### config.mk
export PLATFORM = sky130hd
export DESIGN_NAME = spi_slave_controller
export DESIGN_NICKNAME = d
export VERILOG_FILES = /design/src/logic/spi_slave_controller.v /design/src/logic/pin_sync.v /design/src/logic/byte_fifo.v
export VERILOG_INCLUDE_DIRS = /design/src /design/src/logic
export SDC_FILE = /design/constraint.sdc
export NUM_CORES = 1
export LEC_CHECK = 0
export BUFFER_PORTS_ARGS = -buffer_cell sky130_fd_sc_hd__buf_2
export CAP_MARGIN = 30
export CORE_UTILIZATION = 45
export DETAILED_ROUTE_END_ITERATION = 10
export GPL_TIMING_DRIVEN = 0
export MAX_ROUTING_LAYER = met4
export PLACE_DENSITY = 0.68
export REMOVE_ABC_BUFFERS = 1
export SYNTH_ARGS = -nofsm -noshare
export SYNTH_HDL_FRONTEND = slang
export SYNTH_HIERARCHICAL = 1
export SYNTH_SLANG_ARGS = --single-unit
### constraint.sdc
create_clock -name i_ref_clk -period 5.8 [get_ports i_ref_clk]
set_input_delay 1.16 -clock i_ref_clk [delete_from_list [all_inputs] [get_ports i_ref_clk]]
set_output_delay 1.16 -clock i_ref_clk [all_outputs]
set_load 0.01 [all_outputs]
### src/logic/spi_slave_defines.vh
// constants for the spi slave controller: modes, tokens, depths and field positions
//
// Behaviour
// - slave only when mode two, master clear
// - polarity, phase and bit order shape frames
// - drive miso only while select asserted
// - select falling edge resets receive shifter; transmit loads in phase 0, resets in phase 1
// - transmit and receive fifos four deep
// - data write pushes, data read pops
// - dma channels replace software fifo accesses
// - store received bytes, flag while fifo holds
// - byte into full fifo dropped, overflow flagged
// - dma error shown only after fifo drained
// - dma error cleared by reset or load
// - each received byte sends one fifo byte
// - empty fifo underrun sends last or 0xFF
// - write into idle transmitter clears idle flag
// - space flag clears full, sets on shifting
// - idle when fifo empty and last shifted
// - data into empty fifo preceded by padding; not while a fifo byte is shifting
// - select rise saves active dma receive count
// - only first rise after load saves count
// - three bit record of save and rises
// - phase bit selects first or second edge
// - polarity bit selects rising or falling lead
// - repeat bit picks token, applied when idle
`ifndef SPI_SLAVE_DEFINES_VH
`define SPI_SLAVE_DEFINES_VH

// ********************************
// mode and data constants
// ********************************
`define SPI_MODE_SLAVE 3'h2
`define SPI_BUSY_TOKEN 8'hFF
`define SPI_FIFO_DEPTH 4
`define SPI_CHAR_BITS 8
`define SPI_RXCNT_BITS 16
`define SPI_LAST_BIT 3'h7

// ********************************
// select edge record field positions and reset values
// ********************************
`define SER_SAVED_POS 0
`define SER_AGAIN_POS 1
`define SER_BUF_B_POS 2
`define SER_RST_VAL 3'h0
`define SPI_RST_BYTE 8'h00

`endif

### src/logic/spi_slave_controller.v
// spi slave controller: serial shifters, character fifos, status and dma count capture
`timescale 1ns/1ns
`include "spi_slave_defines.vh"
module spi_slave_controller #(
    parameter CNT_W = `SPI_RXCNT_BITS
) (
    // clock, reset, enable
    input wire i_ref_clk,
    input wire i_nrst,
    input wire i_ce,
    // serial pins
    input wire i_sclk,
    input wire i_mosi,
    input wire i_slave_select_n,
    output reg o_miso,
    output reg o_miso_oe,
    // configuration
    input wire [2:0] i_serial_mode_select,
    input wire i_master_select_bit,
    input wire i_clock_polarity_bit,
    input wire i_clock_phase_bit,
    input wire i_bit_order_bit,
    input wire i_underrun_repeat_bit,
    // software data port
    input wire i_data_wr,
    input wire [7:0] i_data_wdata,
    input wire i_data_rd,
    output reg [7:0] o_data_rdata,
    output reg o_data_rvalid,
    // dma channels
    input wire i_tx_dma_en,
    input wire i_tx_dma_wr,
    input wire [7:0] i_tx_dma_wdata,
    input wire i_rx_dma_en,
    input wire i_rx_dma_rd,
    input wire i_rx_dma_reset,
    input wire i_rx_buf_load,
    input wire i_rx_buf_b_active,
    input wire [CNT_W-1:0] i_rx_dma_count,
    // status
    output reg o_rx_valid_flag,
    output reg o_rx_overflow_flag,
    output reg o_tx_space_flag,
    output reg o_tx_idle_flag,
    output reg o_rx_overrun_irq,
    output reg o_tx_underrun_irq,
    output reg o_dma_rx_error,
    output reg [2:0] o_select_edge_record,
    output reg [CNT_W-1:0] o_saved_rx_count
);
    // ********************************
    // helpers
    // ********************************
    function [7:0] shift_in;
        input [7:0] cur;
        input bit_in;
        input lsb_first;
        begin
            shift_in = lsb_first ? {bit_in, cur[7:1]} : {cur[6:0], bit_in};
        end
    endfunction

    function out_bit;
        input [7:0] sh;
        input lsb_first;
        begin
            out_bit = lsb_first ? sh[0] : sh[7];
        end
    endfunction

    // ********************************
    // pin synchronisation and edges
    // ********************************
    wire sclk_s;
    wire mosi_s;
    wire ss_n_s;
    pin_sync #(.WIDTH(3)) u_sync (
        .i_ref_clk(i_ref_clk),
        .i_nrst(i_nrst),
        .i_ce(i_ce),
        .i_async({i_sclk, i_mosi, i_slave_select_n}),
        .o_sync({sclk_s, mosi_s, ss_n_s})
    );

    reg sck_d_r;
    reg ss_n_d_r;
    reg sel_d_r;

    wire slave_en = (i_serial_mode_select == `SPI_MODE_SLAVE) && !i_master_select_bit;
    wire sel_act = slave_en && !ss_n_s;
    wire ss_fall = sel_act && !sel_d_r;
    wire ss_rise = slave_en && ss_n_s && !ss_n_d_r;
    // normalised clock: leading edge is always a rise
    wire sck_n = sclk_s ^ i_clock_polarity_bit;
    wire lead_edge = sck_n && !sck_d_r;
    wire trail_edge = !sck_n && sck_d_r;
    // edges count only while selected, and not in the selecting cycle
    wire sample_edge = sel_act && !ss_fall &&
        (i_clock_phase_bit ? trail_edge : lead_edge);
    wire shift_edge = sel_act && !ss_fall &&
        (i_clock_phase_bit ? lead_edge : trail_edge);

    // ********************************
    // fifos
    // ********************************
    wire tx_full;
    wire tx_empty;
    wire [7:0] tx_head;
    wire rx_full;
    wire rx_empty;
    wire [7:0] rx_head;
    reg tx_pop;
    reg rx_push;
    reg [7:0] rx_byte;

    wire tx_wr = i_tx_dma_en ? i_tx_dma_wr : i_data_wr;
    wire [7:0] tx_wdata = i_tx_dma_en ? i_tx_dma_wdata : i_data_wdata;
    wire rx_rd = i_rx_dma_en ? i_rx_dma_rd : i_data_rd;
    wire tx_push = tx_wr && !tx_full;

    byte_fifo #(.WIDTH(`SPI_CHAR_BITS), .DEPTH(`SPI_FIFO_DEPTH), .AW(2)) u_tx_fifo (
        .i_ref_clk(i_ref_clk),
        .i_nrst(i_nrst),
        .i_ce(i_ce),
        .i_push(tx_push),
        .i_data(tx_wdata),
        .i_pop(tx_pop),
        .o_head(tx_head),
        .o_full(tx_full),
        .o_empty(tx_empty)
    );

    byte_fifo #(.WIDTH(`SPI_CHAR_BITS), .DEPTH(`SPI_FIFO_DEPTH), .AW(2)) u_rx_fifo (
        .i_ref_clk(i_ref_clk),
        .i_nrst(i_nrst),
        .i_ce(i_ce),
        .i_push(rx_push),
        .i_data(rx_byte),
        .i_pop(rx_rd),
        .o_head(rx_head),
        .o_full(rx_full),
        .o_empty(rx_empty)
    );

    // ********************************
    // serializer state
    // ********************************
    reg [7:0] tx_sh_r;
    reg [7:0] tx_sh_nxt;
    reg [7:0] rx_sh_r;
    reg [7:0] rx_sh_nxt;
    reg [2:0] bit_cnt_r;
    reg [2:0] bit_cnt_nxt;
    reg need_load_r;
    reg need_load_nxt;
    reg pad_pend_r;
    reg pad_pend_nxt;
    reg tx_busy_r;
    reg tx_busy_nxt;
    reg [7:0] last_tx_r;
    reg [7:0] last_tx_nxt;
    reg rpt_r;
    reg underrun;
    reg overrun;
    reg loading;
    reg [7:0] load_byte;

    // a change of the repeat choice waits until nothing is queued or shifting
    wire [7:0] pad_byte = rpt_r ? last_tx_r : `SPI_BUSY_TOKEN;

    always @* begin
        tx_sh_nxt = tx_sh_r;
        rx_sh_nxt = rx_sh_r;
        bit_cnt_nxt = bit_cnt_r;
        need_load_nxt = need_load_r;
        tx_busy_nxt = tx_busy_r;
        last_tx_nxt = last_tx_r;
        tx_pop = 1'b0;
        rx_push = 1'b0;
        rx_byte = shift_in(rx_sh_r, mosi_s, i_bit_order_bit);
        underrun = 1'b0;
        overrun = 1'b0;
        load_byte = pad_byte;
        // pin-facing bytes load at select for phase 0, else at the next shift edge
        loading = (ss_fall && !i_clock_phase_bit) || (shift_edge && need_load_r);
        if (pad_pend_r) begin
            load_byte = pad_byte;
        end else if (!tx_empty) begin
            load_byte = tx_head;
        end
        pad_pend_nxt = pad_pend_r && !(loading);
        if (loading && !pad_pend_r) begin
            if (!tx_empty) begin
                tx_pop = 1'b1;
                tx_busy_nxt = 1'b1;
            end else begin
                underrun = 1'b1;
            end
        end
        // data into an empty fifo with no fifo byte shifting queues one padding byte; set wins over consume
        if (tx_push && tx_empty && !tx_busy_r) begin
            pad_pend_nxt = 1'b1;
        end
        if (ss_fall) begin
            rx_sh_nxt = `SPI_RST_BYTE;
            bit_cnt_nxt = 3'h0;
            need_load_nxt = i_clock_phase_bit;
            tx_sh_nxt = loading ? load_byte : `SPI_RST_BYTE;
        end else if (sel_act) begin
            if (shift_edge) begin
                if (need_load_r) begin
                    tx_sh_nxt = load_byte;
                    need_load_nxt = 1'b0;
                end else begin
                    tx_sh_nxt = shift_in(tx_sh_r, 1'b0, i_bit_order_bit);
                end
            end
            if (sample_edge) begin
                rx_sh_nxt = rx_byte;
                bit_cnt_nxt = bit_cnt_r + 3'h1;
                if (bit_cnt_r == `SPI_LAST_BIT) begin
                    need_load_nxt = 1'b1;
                    tx_busy_nxt = 1'b0;
                    if (rx_full) begin
                        overrun = 1'b1;
                    end else begin
                        rx_push = 1'b1;
                    end
                end
            end
        end else begin
            // a frame cut short leaves nothing in flight
            tx_busy_nxt = 1'b0;
        end
        if (loading) begin
            last_tx_nxt = load_byte;
        end
    end

    // ********************************
    // sequential serial and status logic
    // ********************************
    reg ovf_pend_r;
    reg rec_done_r;

    always @(posedge i_ref_clk) begin
        if (!i_nrst) begin
            sck_d_r <= 1'b0;
            ss_n_d_r <= 1'b1;
            sel_d_r <= 1'b0;
            tx_sh_r <= `SPI_RST_BYTE;
            rx_sh_r <= `SPI_RST_BYTE;
            bit_cnt_r <= 3'h0;
            need_load_r <= 1'b0;
            pad_pend_r <= 1'b0;
            tx_busy_r <= 1'b0;
            last_tx_r <= `SPI_RST_BYTE;
            rpt_r <= 1'b0;
            o_miso <= 1'b0;
            o_miso_oe <= 1'b0;
            o_data_rdata <= `SPI_RST_BYTE;
            o_data_rvalid <= 1'b0;
            o_rx_valid_flag <= 1'b0;
            o_rx_overflow_flag <= 1'b0;
            o_tx_space_flag <= 1'b1;
            o_tx_idle_flag <= 1'b1;
            o_rx_overrun_irq <= 1'b0;
            o_tx_underrun_irq <= 1'b0;
            ovf_pend_r <= 1'b0;
            o_dma_rx_error <= 1'b0;
            rec_done_r <= 1'b0;
            o_select_edge_record <= `SER_RST_VAL;
            o_saved_rx_count <= {CNT_W{1'b0}};
        end else if (i_ce) begin
            sck_d_r <= sck_n;
            ss_n_d_r <= ss_n_s;
            sel_d_r <= sel_act;
            tx_sh_r <= tx_sh_nxt;
            rx_sh_r <= rx_sh_nxt;
            bit_cnt_r <= bit_cnt_nxt;
            need_load_r <= need_load_nxt;
            pad_pend_r <= pad_pend_nxt;
            tx_busy_r <= tx_busy_nxt;
            last_tx_r <= last_tx_nxt;
            if (tx_empty && !tx_busy_r && !pad_pend_r) begin
                rpt_r <= i_underrun_repeat_bit;
            end
            // miso follows the next shift value to save a cycle of latency
            o_miso <= sel_act ? out_bit(tx_sh_nxt, i_bit_order_bit) : 1'b0;
            o_miso_oe <= sel_act;
            o_data_rvalid <= rx_rd && !rx_empty;
            if (rx_rd && !rx_empty) begin
                o_data_rdata <= rx_head;
            end
            // registered level: drops one cycle after the last entry is popped
            o_rx_valid_flag <= !rx_empty || rx_push;
            // set on drop wins over the clear by a data read
            if (overrun) begin
                o_rx_overflow_flag <= 1'b1;
            end else if (rx_rd) begin
                o_rx_overflow_flag <= 1'b0;
            end
            o_rx_overrun_irq <= overrun;
            o_tx_underrun_irq <= underrun;
            o_tx_space_flag <= !tx_full || tx_pop;
            o_tx_idle_flag <= tx_empty && !tx_busy_nxt && !tx_push && !pad_pend_nxt;
            // the dma sees the overrun only once the fifo has drained
            if (overrun) begin
                ovf_pend_r <= 1'b1;
            end else if (ovf_pend_r && rx_empty) begin
                ovf_pend_r <= 1'b0;
            end
            if (ovf_pend_r && rx_empty && !overrun) begin
                o_dma_rx_error <= 1'b1;
            end else if (i_rx_dma_reset || i_rx_buf_load) begin
                o_dma_rx_error <= 1'b0;
            end
            // count capture: first rise after a load saves, later ones only mark
            if (ss_rise && i_rx_dma_en) begin
                if (!rec_done_r) begin
                    rec_done_r <= 1'b1;
                    o_saved_rx_count <= i_rx_dma_count;
                    o_select_edge_record[`SER_SAVED_POS] <= 1'b1;
                    o_select_edge_record[`SER_BUF_B_POS] <= i_rx_buf_b_active;
                end else begin
                    o_select_edge_record[`SER_AGAIN_POS] <= 1'b1;
                end
            end else if (i_rx_buf_load || i_rx_dma_reset) begin
                rec_done_r <= 1'b0;
                o_select_edge_record <= `SER_RST_VAL;
            end
        end
    end
endmodule // spi_slave_controller

### src/logic/pin_sync.v
// two flip-flop synchroniser for pin inputs
`timescale 1ns/1ns
module pin_sync #(
    parameter WIDTH = 3
) (
    // clock, reset, enable
    input wire i_ref_clk,
    input wire i_nrst,
    input wire i_ce,
    // asynchronous in, synchronised out
    input wire [WIDTH-1:0] i_async,
    output reg [WIDTH-1:0] o_sync
);
    reg [WIDTH-1:0] meta_r;

    // meta_r feeds only the second stage
    always @(posedge i_ref_clk) begin
        if (!i_nrst) begin
            meta_r <= {WIDTH{1'b1}};
            o_sync <= {WIDTH{1'b1}};
        end else if (i_ce) begin
            meta_r <= i_async;
            o_sync <= meta_r;
        end
    end
endmodule // pin_sync

### src/logic/byte_fifo.v
// small synchronous fifo holding characters
`timescale 1ns/1ns
module byte_fifo #(
    parameter WIDTH = 8,
    parameter DEPTH = 4,
    parameter AW = 2
) (
    // clock, reset, enable
    input wire i_ref_clk,
    input wire i_nrst,
    input wire i_ce,
    // write side
    input wire i_push,
    input wire [WIDTH-1:0] i_data,
    // read side
    input wire i_pop,
    output wire [WIDTH-1:0] o_head,
    // state
    output wire o_full,
    output wire o_empty
);
    reg [WIDTH-1:0] mem_r [0:DEPTH-1];
    reg [AW-1:0] wr_ptr_r;
    reg [AW-1:0] rd_ptr_r;
    reg [AW:0] count_r;

    wire do_push = i_push && !o_full;
    wire do_pop = i_pop && !o_empty;

    assign o_full = (count_r == DEPTH[AW:0]);
    assign o_empty = (count_r == {(AW+1){1'b0}});
    assign o_head = mem_r[rd_ptr_r];

    // ********************************
    // pointers and storage
    // ********************************
    always @(posedge i_ref_clk) begin
        if (!i_nrst) begin
            wr_ptr_r <= {AW{1'b0}};
            rd_ptr_r <= {AW{1'b0}};
            count_r <= {(AW+1){1'b0}};
        end else if (i_ce) begin
            if (do_push) begin
                mem_r[wr_ptr_r] <= i_data;
                wr_ptr_r <= wr_ptr_r + 1'b1;
            end
            if (do_pop) begin
                rd_ptr_r <= rd_ptr_r + 1'b1;
            end
            if (do_push && !do_pop) begin
                count_r <= count_r + 1'b1;
            end else if (do_pop && !do_push) begin
                count_r <= count_r - 1'b1;
            end
        end
    end
endmodule // byte_fifo

# After elaboration in Yosys (flattened, before gate mapping)
# Memory sizes are Yosys's and may differ from the RTL's. A register that Yosys moved wholly into a read port is not among the register bits.
# Cells that the tools add are included.
# op_classes
reduce_logical	90
n_eq_ne	6
n_addsub	9
bitwise_logic	2
muxes	75
# ops
op	n
two-way mux 8 bit	14
two-way mux 1 bit	50
logical AND 1 bit	33
two-way mux 3 bit	9
AND reduction 2 bit	13
zero test 1 bit	24
nonzero test 2 bit	9
AND reduction 3 bit	5
adder 3 x 1 -> 3 bit, second input constant	3
== test 3 bit, second input constant	3
adder 2 x 1 -> 2 bit, second input constant	4
zero test 3 bit	2
subtractor 3 x 1 -> 3 bit, second input constant	2
logical OR 1 bit	4
two-way mux 2 bit	2
inequality test 2 bit, second input constant	2
== test 3 x 2 -> 1 bit, second input constant	1
NOT 1 bit	1
bitwise XOR 1 bit	1
# totals
regBits	84
ramBits	64
word_cells	218
mem_count	2
input_bits	55
# mem_list
memory	depth	word_bits	rd	rd_ports_with_merged_regs	write_ports	line_no	rtl
u_rx_fifo.mem_r	4	8	1	1	1	byte_fifo.v:22	reg [WIDTH-1:0] mem_r [0:DEPTH-1];
u_tx_fifo.mem_r	4	8	1	1	1	byte_fifo.v:22	

# Depth between registers and ports, before layout
# Gate-level depths: netlist of run 1.
# depth
depth_word	19
ltp_mapped	12
ltp_nobuf	11

# Hierarchy
# The synthesis of run 1 kept the hierarchy.
# modules_own_cells
module	cells_each	n_inst	seq_area_each_um2	area_each_um2
spi_slave_controller	396	1	1441.4	3395.8
byte_fifo	96	2	1141.1	1657.8
pin_sync	19	1	120.1	214.0

# Least setup slack after synthesis of run 1
# Ideal clock, no wire load.
# synth_path
path_kind	input-to-reg
from	in i_clock_polarity_bit
to	reg u_tx_fifo.count_r[1]
setup_slack_ns	2.250
arrival_time_ns	3.434
n_path_buf	1
setup_time_ns	0.116
cell_stages	11
path_cell_list	xor2_1 mux2_2 a211o_1 clkbuf_1 nor2_1 nand2b_1 ha_1 inv_1 fa_1 mux2i_1 nor2b_1
# synth_between
elab_chain_cells	14
word_cells_on_any_way	17
classes_between	mux (3); bitwise (1); reduce/logical (13)
# synth_rtl
element	line_no	rtl
start: declaration	spi_slave_controller.v:20	input wire i_clock_polarity_bit,
bitwise XOR 1 bit *	spi_slave_controller.v:94	wire sck_n = sclk_s ^ i_clock_polarity_bit;
zero test 1 bit	spi_slave_controller.v:96	wire trail_edge = !sck_n && sck_d_r;
logical AND 1 bit	spi_slave_controller.v:96	
two-way mux 1 bit *	spi_slave_controller.v:101	(i_clock_phase_bit ? lead_edge : trail_edge);
logical AND 1 bit *	spi_slave_controller.v:100	wire shift_edge = sel_act && !ss_fall &&
logical AND 1 bit *	spi_slave_controller.v:185	loading = (ss_fall && !i_clock_phase_bit) || (shift_edge && need_load_r);
logical OR 1 bit *	spi_slave_controller.v:185	
logical AND 1 bit *	spi_slave_controller.v:192	if (loading && !pad_pend_r) begin
two-way mux 1 bit *	spi_slave_controller.v:192	
named net tx_pop	spi_slave_controller.v:112	reg tx_pop;
logical AND 1 bit *	byte_fifo.v:28	wire do_pop = i_pop && !o_empty;
zero test 1 bit	byte_fifo.v:50	if (do_push && !do_pop) begin
logical AND 1 bit	byte_fifo.v:50	
nonzero test 2 bit (no source line)	n/a	
AND reduction 2 bit (no source line)	n/a	
end signal: assignment	byte_fifo.v:41	count_r <= {(AW+1){1'b0}};
end signal: assignment	byte_fifo.v:51	count_r <= count_r + 1'b1;
end signal: assignment	byte_fifo.v:53	count_r <= count_r - 1'b1;
end: declaration	byte_fifo.v:25	reg [AW:0] count_r;
# Mark *: on every way through the listed nets, which the timed path passes. The rest lies on a longest branch.
# A chain may end at the register's enable or synchronous reset.

# Worst setup path in the final report of run 1
# layout_path
from	in i_serial_mode_select[2]
to	mem u_rx_fifo.mem_r[1][6] (enable)
# layout_between
elab_chain_cells	15
# layout_rtl
element	line_no	rtl
start: declaration	spi_slave_controller.v:18	input wire [2:0] i_serial_mode_select,
== test 3 x 2 -> 1 bit (no source line) *	n/a	
logical AND 1 bit *	spi_slave_controller.v:89	wire slave_en = (i_serial_mode_select == `SPI_MODE_SLAVE) && !i_master_select_bit;
logical AND 1 bit *	spi_slave_controller.v:90	wire sel_act = slave_en && !ss_n_s;
logical AND 1 bit	spi_slave_controller.v:91	wire ss_fall = sel_act && !sel_d_r;
zero test 1 bit	spi_slave_controller.v:98	wire sample_edge = sel_act && !ss_fall &&
logical AND 1 bit (2 in series)	spi_slave_controller.v:98	
two-way mux 1 bit	spi_slave_controller.v:218	if (sample_edge) begin
two-way mux 1 bit	spi_slave_controller.v:209	end else if (sel_act) begin
two-way mux 1 bit *	spi_slave_controller.v:204	if (ss_fall) begin
named net rx_push	spi_slave_controller.v:113	reg rx_push;
logical AND 1 bit *	byte_fifo.v:27	wire do_push = i_push && !o_full;
two-way mux 1 bit *	byte_fifo.v:43	if (do_push) begin
two-way mux 1 bit *	byte_fifo.v:42	end else if (i_ce) begin
two-way mux 1 bit *	byte_fifo.v:38	if (!i_nrst) begin
two-way mux 1 bit (not written as such) *	byte_fifo.v:44	mem_r[wr_ptr_r] <= i_data;
end: declaration	byte_fifo.v:22	
# Marked as above.

==> results of run 1 <==
[through the flow]
| step | total power [mW] | std cells | hold slack [ps] | util |
|---|---|---|---|---|
| after detailed placement | 1.39 | 846 | 442 | 0.506 |
| after global routing | 2.47 | 878 | 467 | 0.543 |
| after floorplan | 1.32 | 570 | 428 | - |
| final | 2.39 | 878 | 447 | 0.543 |
| after global placement | 1.38 | 845 | 435 | 0.505 |
| after CTS | 2.41 | 878 | 449 | 0.543 |
[worst max-delay path, delay by kind of cell]
family	cells	cell delay [ps]
buffers and inverters	1	100
and+or+nand+nor	6	2460
[power by group through the flow]
| stage | sequential (mW) | clock [mW] | combinational (mW) |
|---|---|---|---|
| 6_report | 1.20 | 1.02 | 0.162 |
| 5_1_grt | 1.20 | 1.09 | 0.182 |
| 4_1_cts | 1.20 | 1.05 | 0.163 |
| 3_5_place_dp | 1.22 | 0 | 0.162 |
| 3_3_place_gp | 1.22 | 0 | 0.153 |
| 2_1_floorplan | 1.22 | 0 | 0.100 |
[path summary, 6_finish.rpt]
kind	start	endpoint	cells past startpoint
hold reg to reg	o_saved_rx_count[5]	o_saved_rx_count[5]	2
setup reg to reg	u_sync/o_sync[2]	u_tx_fifo/count_r[1]	10
setup / recovery	i_serial_mode_select[2]	u_rx_fifo/mem_r[1][6]	7
hold / removal	o_saved_rx_count[5]	o_saved_rx_count[5]	2
[cell type report]
cell class                 instances  area (µm²)
clock inverter                    14         106
tap                              184         230
multi-input combinational        399        2870
clock buffer                      18         439
timing repair buffer              92         483
fill                            1243        6740
inverter                          11        41.3
sequential                       160        3840
[cell usage after synthesis (3+ instances only)]
library cell,number
nor2_1,27
o221a_2,10
nor3_1,6
and3_1,8
mux4_2,16
xor2_1,3
mux2_2,18
buf_2,4
nand3_1,19
o22a_1,6
nand3b_1,9
nand2_1,78
a211o_1,3
and2b_1,4
a21oi_1,49
edfxtp_1,64
clkbuf_1,28
or2_2,3
inv_1,10
nand2b_1,7
a21o_1,4
mux2i_1,32
dfxtp_1,96
and2_1,3
a21boi_1,8
ha_1,12
or3_1,12
o21ai_0,26
nor2b_1,5
[cell families after synthesis]
| family | after synthesis | synth area share |
|---|---|---|
| compound gates | 118 | 0.110 |
| xor+xnor | 5 | 0.00632 |
| fa+ha+maj | 14 | 0.0275 |
| buf+inv | 48 | 0.0300 |
| flops | 160 | 0.555 |
| mux | 66 | 0.128 |
| simple gates | 196 | 0.143 |
[registers in the layout, indices dropped and copies added, names as in the netlist, 2 cells and up, named ones only]
name and cells:
o_saved_rx_count 16, u_rx_fifo/wr_ptr_r 2, o_data_rdata 8, u_tx_fifo/rd_ptr_r 2, u_tx_fifo/wr_ptr_r 2, u_tx_fifo/count_r 3
u_tx_fifo/mem_r 32, u_sync/meta_r 3, o_select_edge_record 3, u_rx_fifo/rd_ptr_r 2, u_rx_fifo/mem_r 32, u_rx_fifo/count_r 3
bit_cnt_r 3, rx_sh_r 8, last_tx_r 8, tx_sh_r 8, u_sync/o_sync 3
[placed cells by master (no fill, tap or decap), drive strengths merged, types with 4 or more instances in the layout]
cell / Yosys / final
and2b: 4 / 4
a21o: 4 / 4
or2: 4 / 4
buf: 9 / 92
o22a: 6 / 6
ha: 12 / 12
mux4: 16 / 16
o21ai: 26 / 26
clkinv: 1 / 9
a21boi: 8 / 8
nor2b: 5 / 5
edfxtp: 64 / 64
nand2b: 7 / 7
clkbuf: 28 / 18
nand3b: 9 / 9
inv: 10 / 15
o221a: 10 / 10
or3: 12 / 12
dfxtp: 96 / 96
nor3: 8 / 8
and3: 8 / 8
mux2i: 32 / 32
a21oi: 49 / 49
nand3: 19 / 19
mux2: 18 / 18
nor2: 28 / 28
nand2: 78 / 78
[routing by layer]
metal,global-route usage,share of wire
met5,-,0
met4,0.0829,0.021
met3,0.0450,0.045
met2,0.316,0.50
met1,0.207,0.44
==> qor.csv, run 1 <==
metric,value,unit
outcome,"complete, no violations",
grt_use_total,0.186,
grt_overflow_total,0,
cts.path.max_buffers,2,
first_pass_iters,4,
syn2layout_area_growth,15.8,%
yosysSeqAreaShare,0.555,
synth_area,0.00693,mm²
grt_pass1_wl,22500,µm
p_int,1.82,mW
synth.top_cells.by_area,"dfxtp_1 28%, edfxtp_1 28%, mux4_2 5.2%",
cts_root_buffer,clkbuf_16,
hold_buffers,0,
ir_worst_vdd,211,µV
place_congestion,0.808,
grt_pass1_vias,4775,
dieArea,0.0159,mm²
yosysTopAreaCell,dfxtp_1,
wirelength,13400,µm
synth_top_area_frac,0.278,
worst_pin_slew,992,ps
r2r_slack,2860,ps
synth_seq_cells,160,
cp_cell_sequence,buf_2 -> nor4b_1 -> nand3_1 -> nor4_1 -> nand2_1 -> nor2_1 -> and3_1,
criticalPathCategory,primary input to flop,
finalNetCount,750,
cts_num_sinks,160,
fp.dieW,126,µm
rsz0062_at_grt,false,
slowest_delay,860,ps
clock_latency,420,ps
synth.distinct_cells,56,
critPathLaunchType,primary input,
power_frac_comb,0.068,
setup_tns,0,ps
clkTransAtPathRegs,60,ps
finClkSkew,6.54,ps
period_minus_slack,3650,ps
p_sw,0.570,mW
rows,44,
ctsHtreeMaxLevel,4,
place_ws,1750,ps
cp_data_arrival_time,3720,ps
ys_warn_count,6,
start_util,0.469,
final_hold_viol_count,0,
min_period_over_period,0.629,
synth_top_flop_cell,dfxtp_1,
ios,92,
cpMaxStageDelayCell,nor4b_1,
post_cts_resized,0,
netSwitchingFraction,0.239,
max-cap-violations,0,
relSlewSlack,0.329,
core_area,0.0148,mm²
max_freq,0.274,GHz
post_drt_via_cell_ratio,5.47,
post_cts_buffers,0,
worstPathRequired,5870,ps
numPortBuffers,91,
critPathMaxFanout,8,
tritoncts,yes,
min_path_type,flop to flop,
report.final.slew_viol_count,0,
layout-drive-gt1-share,0.258,
report.final.setup_viol,0,
fp.dieH,126,µm
synth-edff-count,64,
p_clk_frac,0.429,
hpwlAfterDp,9330,µm
ys_async_sr_fraction,0,
diodes,0,
vias,4801,
initialDrtViolationCount,172,
drt-wirelength-per-cell,15.3,µm
cts_made_buffers,17,
endpoint_kind,flop,
grt_max_degree,57,
cellPowerDensity,298,mW/mm²
finalWorstSetupSlack,2150,ps
seq_power_share,0.503,
drc,0,
final_cell_area,0.00802,mm²
antenna_left,0,
postPlaceCellArea,0.00747,mm²
p_leak,2.98,nW
antenna_found_initial,0,
avgSynthCellArea,11.4,µm²
syn-instance-count,607,
Note: power is estimated with default switching activity, not from simulation.
==> run 2: changes to the inputs <==
Settings changed: PLACE_DENSITY 0.68 to 0.7.
Clock period 5.8 ns to 3 ns, I/O delays scaled along.
==> run 2 against run 1 <==
Die area is the same. Flip-flop and latch count is the same. Critical path type is now flop to flop. Non-clock buffer count grew 1. Largest power group unchanged. Total power grew 93%. Clock-buffer cell count grew 6. Global-route usage grew 0.25 points.
==> qor.csv, run 2 (synthesis results as in run 1) <==
metric,value,unit,change
outcome,"complete, no violations",,unchanged
numPortBuffers,91,,unchanged
grt_use_total,0.188,,was 0.186
report.final.slew_viol_count,0,,unchanged
cts.path.max_buffers,2,,unchanged
fp.dieH,126,µm,unchanged
antenna_left,0,,unchanged
cp_data_arrival_time,3080,ps,was 3720 ps
final_hold_viol_count,0,,unchanged
hold_buffers,0,,unchanged
worstPathRequired,3320,ps,was 5870 ps
post_drt_via_cell_ratio,5.42,,was 5.47
hpwlAfterDp,9570,µm,was 9330 µm
layout_common_cells,"96 x dfxtp_1, 91 x buf_2, 78 x nand2_1, 64 x edfxtp_1, 49 x a21oi_1",,unchanged
fp.dieW,126,µm,unchanged
grt_pass1_vias,4745,,"was 4,775"
cts_num_sinks,160,,unchanged
ctsHtreeMaxLevel,4,,unchanged
place_congestion,0.809,,was 0.808
layout-drive-gt1-share,0.259,,was 0.258
endpoint_kind,flop,,unchanged
min_path_type,primary input to flop,,was flop to flop
worst_pin_slew,991,ps,was 992 ps
rows,44,,unchanged
relSlewSlack,0.337,,was 0.329
grt_max_degree,57,,unchanged
finalWorstSetupSlack,232,ps,was 2150 ps
finalNetCount,751,,was 750
max_freq,0.361,GHz,
rsz0062_at_grt,false,,unchanged
cellPowerDensity,572,mW/mm²,was 298 mW/mm²
initialDrtViolationCount,235,,was 172
p_leak,2.97,nW,was 2.98 nW
biggestRegsByFlops,"u_rx_fifo/mem_r x32, u_tx_fifo/mem_r x32, o_saved_rx_count x16",,unchanged
critPathMaxFanout,14,,was 8
grt_pass1_wl,22500,µm,about the same
r2r_slack,230,ps,was 2860 ps
mostFrequentLayoutCell,dfxtp_1,,unchanged
finClkSkew,7.91,ps,was 6.54 ps
report.final.setup_viol,0,,unchanged
vias,4762,,"was 4,801"
clkTransAtPathRegs,60,ps,about the same
period_minus_slack,2770,ps,
core_area,0.0148,mm²,unchanged
ir_worst_vdd,423,µV,was 211 µV
criticalPathCategory,flop to flop,,was primary input to flop
max-cap-violations,0,,unchanged
critPathLaunchType,flop,,was primary input
dieArea,0.0159,mm²,unchanged
start_util,0.469,,unchanged
first_pass_iters,4,,unchanged
min_period_over_period,0.923,,
grt_overflow_total,0,,unchanged
clock_latency,430,ps,was 420 ps
ios,92,,unchanged
power.total,4.60,mW,was 2.39 mW
syn2layout_area_growth,16.2,%,was 15.8%
diodes,0,,unchanged
drc,0,,unchanged
tritoncts,yes,,unchanged
antenna_found_initial,0,,unchanged
wirelength,13700,µm,"was 13,400 µm"
place_ws,-482,ps,was 1750 ps
cts_made_buffers,17,,unchanged
drt-wirelength-per-cell,15.6,µm,was 15.3 µm
cts_root_buffer,clkbuf_16,,unchanged
run 2: changes by cell type in the layout (fill, tap and decap cells not counted), sizes merged:
| cell | change |
|---|---|
| clkbuf | +6 |
| clkinv | -4 |
| inv | -4 |
| clkinvlp | +2 |
| buf | +1 |
run 2: what timing repair did:
| action | CTS | global route |
|---|---|---|
| pin swaps | 0 | 1 |
| setup endpoints to repair | 23 | 7 |
| cloned | 0 | 0 |
| resized for setup | 1 | 4 |
| setup buffers | 0 | 0 |
run 2: critical path, stage by stage (launching register included):
cell and delay, ps:
dfxtp_1 370, xor2_2 270, mux2_2 400, a211o_2 430, nor2_2 200, nand2b_1 90
ha_1 210, inv_1 80, fa_1 410, mux2i_1 140, nor2b_1 60
run 2: final timing paths:
check / start / to / depth (start not counted)
setup / recovery: u_sync/o_sync[2] / u_tx_fifo/count_r[1] / 10
hold / removal: i_slave_select_n / u_sync/meta_r[0] / 3
setup reg to reg: u_sync/o_sync[2] / u_tx_fifo/count_r[1] / 10
hold reg to reg: o_saved_rx_count[13] / o_saved_rx_count[13] / 2
run 2: where the power goes:
part | internal, mW | leakage [nW] | total [mW] | switching (mW)
combinational | 0.133 | 1.37 | 0.317 | 0.184
clock | 1.13 | 0.256 | 1.96 | 0.834
sequential | 2.29 | 1.34 | 2.32 | 0.0322
total | 3.55 | 2.97 | 4.60 | 1.05
run 2: per-layer routing:
| layer | track usage | wire length [µm] | vias to the layer above |
|---|---|---|---|
| met5 | - | 0 | - |
| met4 | 0.0893 | 142 | 0 |
| met3 | 0.0344 | 485 | 10 |
| met2 | 0.335 | 7250 | 103 |
| met1 | 0.202 | 5800 | 2275 |
| li1 | - | - | 2374 |
run 2: metrics by stage:
step | instance area (µm²) | TNS (ps) | std cells | hold slack, ps | util
final | 8050 | 0 | 879 | 392 | 0.545
after global routing | 8050 | 0 | 879 | 396 | 0.545
after CTS | 8040 | 0 | 879 | 377 | 0.545
after detailed placement | 7490 | -19220 | 847 | 445 | 0.507
after global placement | 7440 | -28760 | 845 | 436 | 0.505
after floorplan | 6760 | 0 | 570 | 428 | -
run 2: final cells by class:
cell class              instances  area [µm²]
repair buffers                 93         498
clock buffers                  24         483
multi-input cells             399        2890
clock inverters                 8        58.8
well taps                     184         230
flip-flops and latches        160        3840
fillers                      1236        6710
inverters                      11        41.3
==> run 3: changes to the inputs <==
Settings changed: BUFFER_PORTS_ARGS -buffer_cell sky130_fd_sc_hd__buf_2 to not set, DONT_BUFFER_PORTS set to 1, PLACE_DENSITY 0.7 to 0.63.
Clock period 3 ns to 2.9 ns, I/O delays scaled along.
==> run 3 against run 2 <==
Via count fell by 5.9%. Global-route usage fell by 0.39 points. Flip-flop and latch count is the same. Fmax up 0.56%. Highest routed layer unchanged. First-iteration DRC count shrank 31%. Sequential power rose by 3%. Sequential share of layout area up 2.8 points. Utilization is 3.0 points lower.
==> qor.csv, run 3 (synthesis results as in run 1) <==
metric,value,unit,change
cts.path.max_buffers,2,,unchanged
cp_data_arrival_time,3070,ps,was 3080 ps
antenna_found_initial,0,,unchanged
worstSetupStartpoint,u_sync/o_sync[2],,unchanged
drt-wirelength-per-cell,17.0,µm,was 15.6 µm
relSlewSlack,0.357,,was 0.337
antenna_left,0,,unchanged
cellPowerDensity,623,mW/mm²,was 572 mW/mm²
core_area,0.0148,mm²,unchanged
first_pass_iters,4,,unchanged
numPortBuffers,0,,was 91
rows,44,,unchanged
worst_pin_slew,961,ps,was 991 ps
report.final.setup_viol,0,,unchanged
final_hold_viol_count,0,,unchanged
layout_common_cells,"95 x dfxtp_1, 78 x nand2_1, 64 x edfxtp_1, 49 x a21oi_1, 32 x mux2i_1",,"was 96 x dfxtp_1, 91 x buf_2, 78 x nand2_1, 64 x edfxtp_1, 49 x a21oi_1"
grt_pass1_wl,22200,µm,"was 22,500 µm"
r2r_slack,150,ps,was 230 ps
cts_root_buffer,clkbuf_16,,unchanged
hpwlAfterDp,9240,µm,was 9570 µm
tritoncts,yes,,unchanged
place_congestion,0.810,,was 0.809
biggestRegsByFlops,"u_rx_fifo/mem_r x32, u_tx_fifo/mem_r x32, o_saved_rx_count x16",,unchanged
clock_latency,430,ps,about the same
drc,0,,unchanged
ctsHtreeMaxLevel,4,,unchanged
criticalPathCategory,flop to flop,,unchanged
cts_num_sinks,160,,unchanged
cts_made_buffers,17,,unchanged
grt_overflow_total,0,,unchanged
final_core_util,0.515,,was 0.545
ir_worst_vdd,441,µV,was 423 µV
final_cell_area,0.00760,mm²,was 0.00805 mm²
start_util,0.469,,unchanged
initialDrtViolationCount,161,,was 235
post_cts_buffers,0,,unchanged
post_cts_resized,4,,was 1
grt_use_total,0.184,,was 0.188
p_leak,2.57,nW,was 2.97 nW
max_freq,0.363,GHz,was 0.361 GHz
outcome,"complete, no violations",,unchanged
min_path_type,primary input to flop,,unchanged
endpoint_kind,flop,,unchanged
dieArea,0.0159,mm²,unchanged
worstPathRequired,3220,ps,was 3320 ps
max-cap-violations,0,,unchanged
fp.dieW,126,µm,unchanged
rsz0062_at_grt,false,,unchanged
period_minus_slack,2750,ps,was 2770 ps
ff2ff_path_depth,10,,unchanged
wirelength,13300,µm,"was 13,700 µm"
fp.dieH,126,µm,unchanged
critPathMaxFanout,14,,unchanged
clkTransAtPathRegs,60,ps,about the same
grt_max_degree,57,,unchanged
mostFrequentLayoutCell,dfxtp_1,,unchanged
hold_end,u_sync/meta_r[2],,was u_sync/meta_r[0]
final_cells,787,,was 879
finalNetCount,659,,was 751
hp-start,i_nrst,,was i_slave_select_n
ios,92,,unchanged
fillers,1292,,"was 1,236"
vias,4479,,"was 4,762"
critPathLaunchType,flop,,unchanged
whs,233,ps,was 392 ps
placedCellCount,755,,was 847
grt_pass1_vias,4445,,"was 4,745"
layout-drive-gt1-share,0.153,,was 0.259
holdPathStages,1,,was 3
report.final.slew_viol_count,0,,unchanged
syn2layout_area_growth,9.76,%,was 16.2%
hold_buffers,0,,unchanged
postPlaceCellArea,0.00702,mm²,was 0.00749 mm²
r2r_end,u_tx_fifo/count_r[1],,unchanged
power.total,4.74,mW,was 4.60 mW
post_drt_via_cell_ratio,5.69,,was 5.42
finClkSkew,7.74,ps,was 7.91 ps
min_period_over_period,0.949,,was 0.923
reg2reg_from,u_sync/o_sync[2],,unchanged
diodes,0,,unchanged
[run 3: cell types whose count changed in the layout (fill, tap and decap cells not counted), sizes merged]
| cell | delta |
|---|---|
| clkinvlp | -3 |
| buf | -92 |
| clkinv | +3 |
| clkbuf | -2 |
| inv | +2 |
[run 3: cell type report]
class                   count  area, µm²  share of cell area
inverters                  11       41.3             0.00543
repair buffers              1       27.5             0.00362
clock inverters            10       78.8              0.0104
clock buffers              22        474              0.0624
multi-input cells         399       2900               0.382
flip-flops and latches    160       3840               0.506
well taps                 184        230              0.0303
[run 3: stage by stage]
stage	setup TNS, ps	setup slack (ps)
after global routing	0	4.26
after global placement	-13520	-417
after floorplan	0	26.5
after CTS	0	66.7
after detailed placement	-17130	-484
final	0	148
[run 3: per-layer routing]
metal,vias up,track usage,part of all wire
met5,-,-,0
met4,0,0.0609,0.012
met3,16,0.0565,0.050
met2,103,0.312,0.51
met1,2173,0.207,0.42
li1,2187,-,-
[run 3: how the worst max path moves through the flow]
stage                     depth (start not counted)                    end  slack (ps)
after floorplan                                  10   u_tx_fifo/count_r[1]          30
after global placement                           10   u_rx_fifo/count_r[2]        -420
after detailed placement                         10   u_rx_fifo/count_r[2]        -480
after CTS                                        10   u_tx_fifo/count_r[1]          70
after global routing                              6  u_rx_fifo/mem_r[0][1]           4
final                                            10   u_tx_fifo/count_r[1]         150
[run 3: worst max-delay path: stages (launching register included)]
cell and delay, ps:
dfxtp_1 420, xor2_4 230, mux2_2 390, a211o_2 430
nor2_2 190, nand2b_1 90, ha_1 210, inv_1 70
fa_1 410, mux2i_1 140, nor2b_1 60
[run 3: where the power goes]
part / internal [mW] / switching, mW / leakage, nW
Combinational: 0.109 / 0.150 / 0.955
Sequential: 2.37 / 0.0346 / 1.34
Clock: 1.17 / 0.900 / 0.277
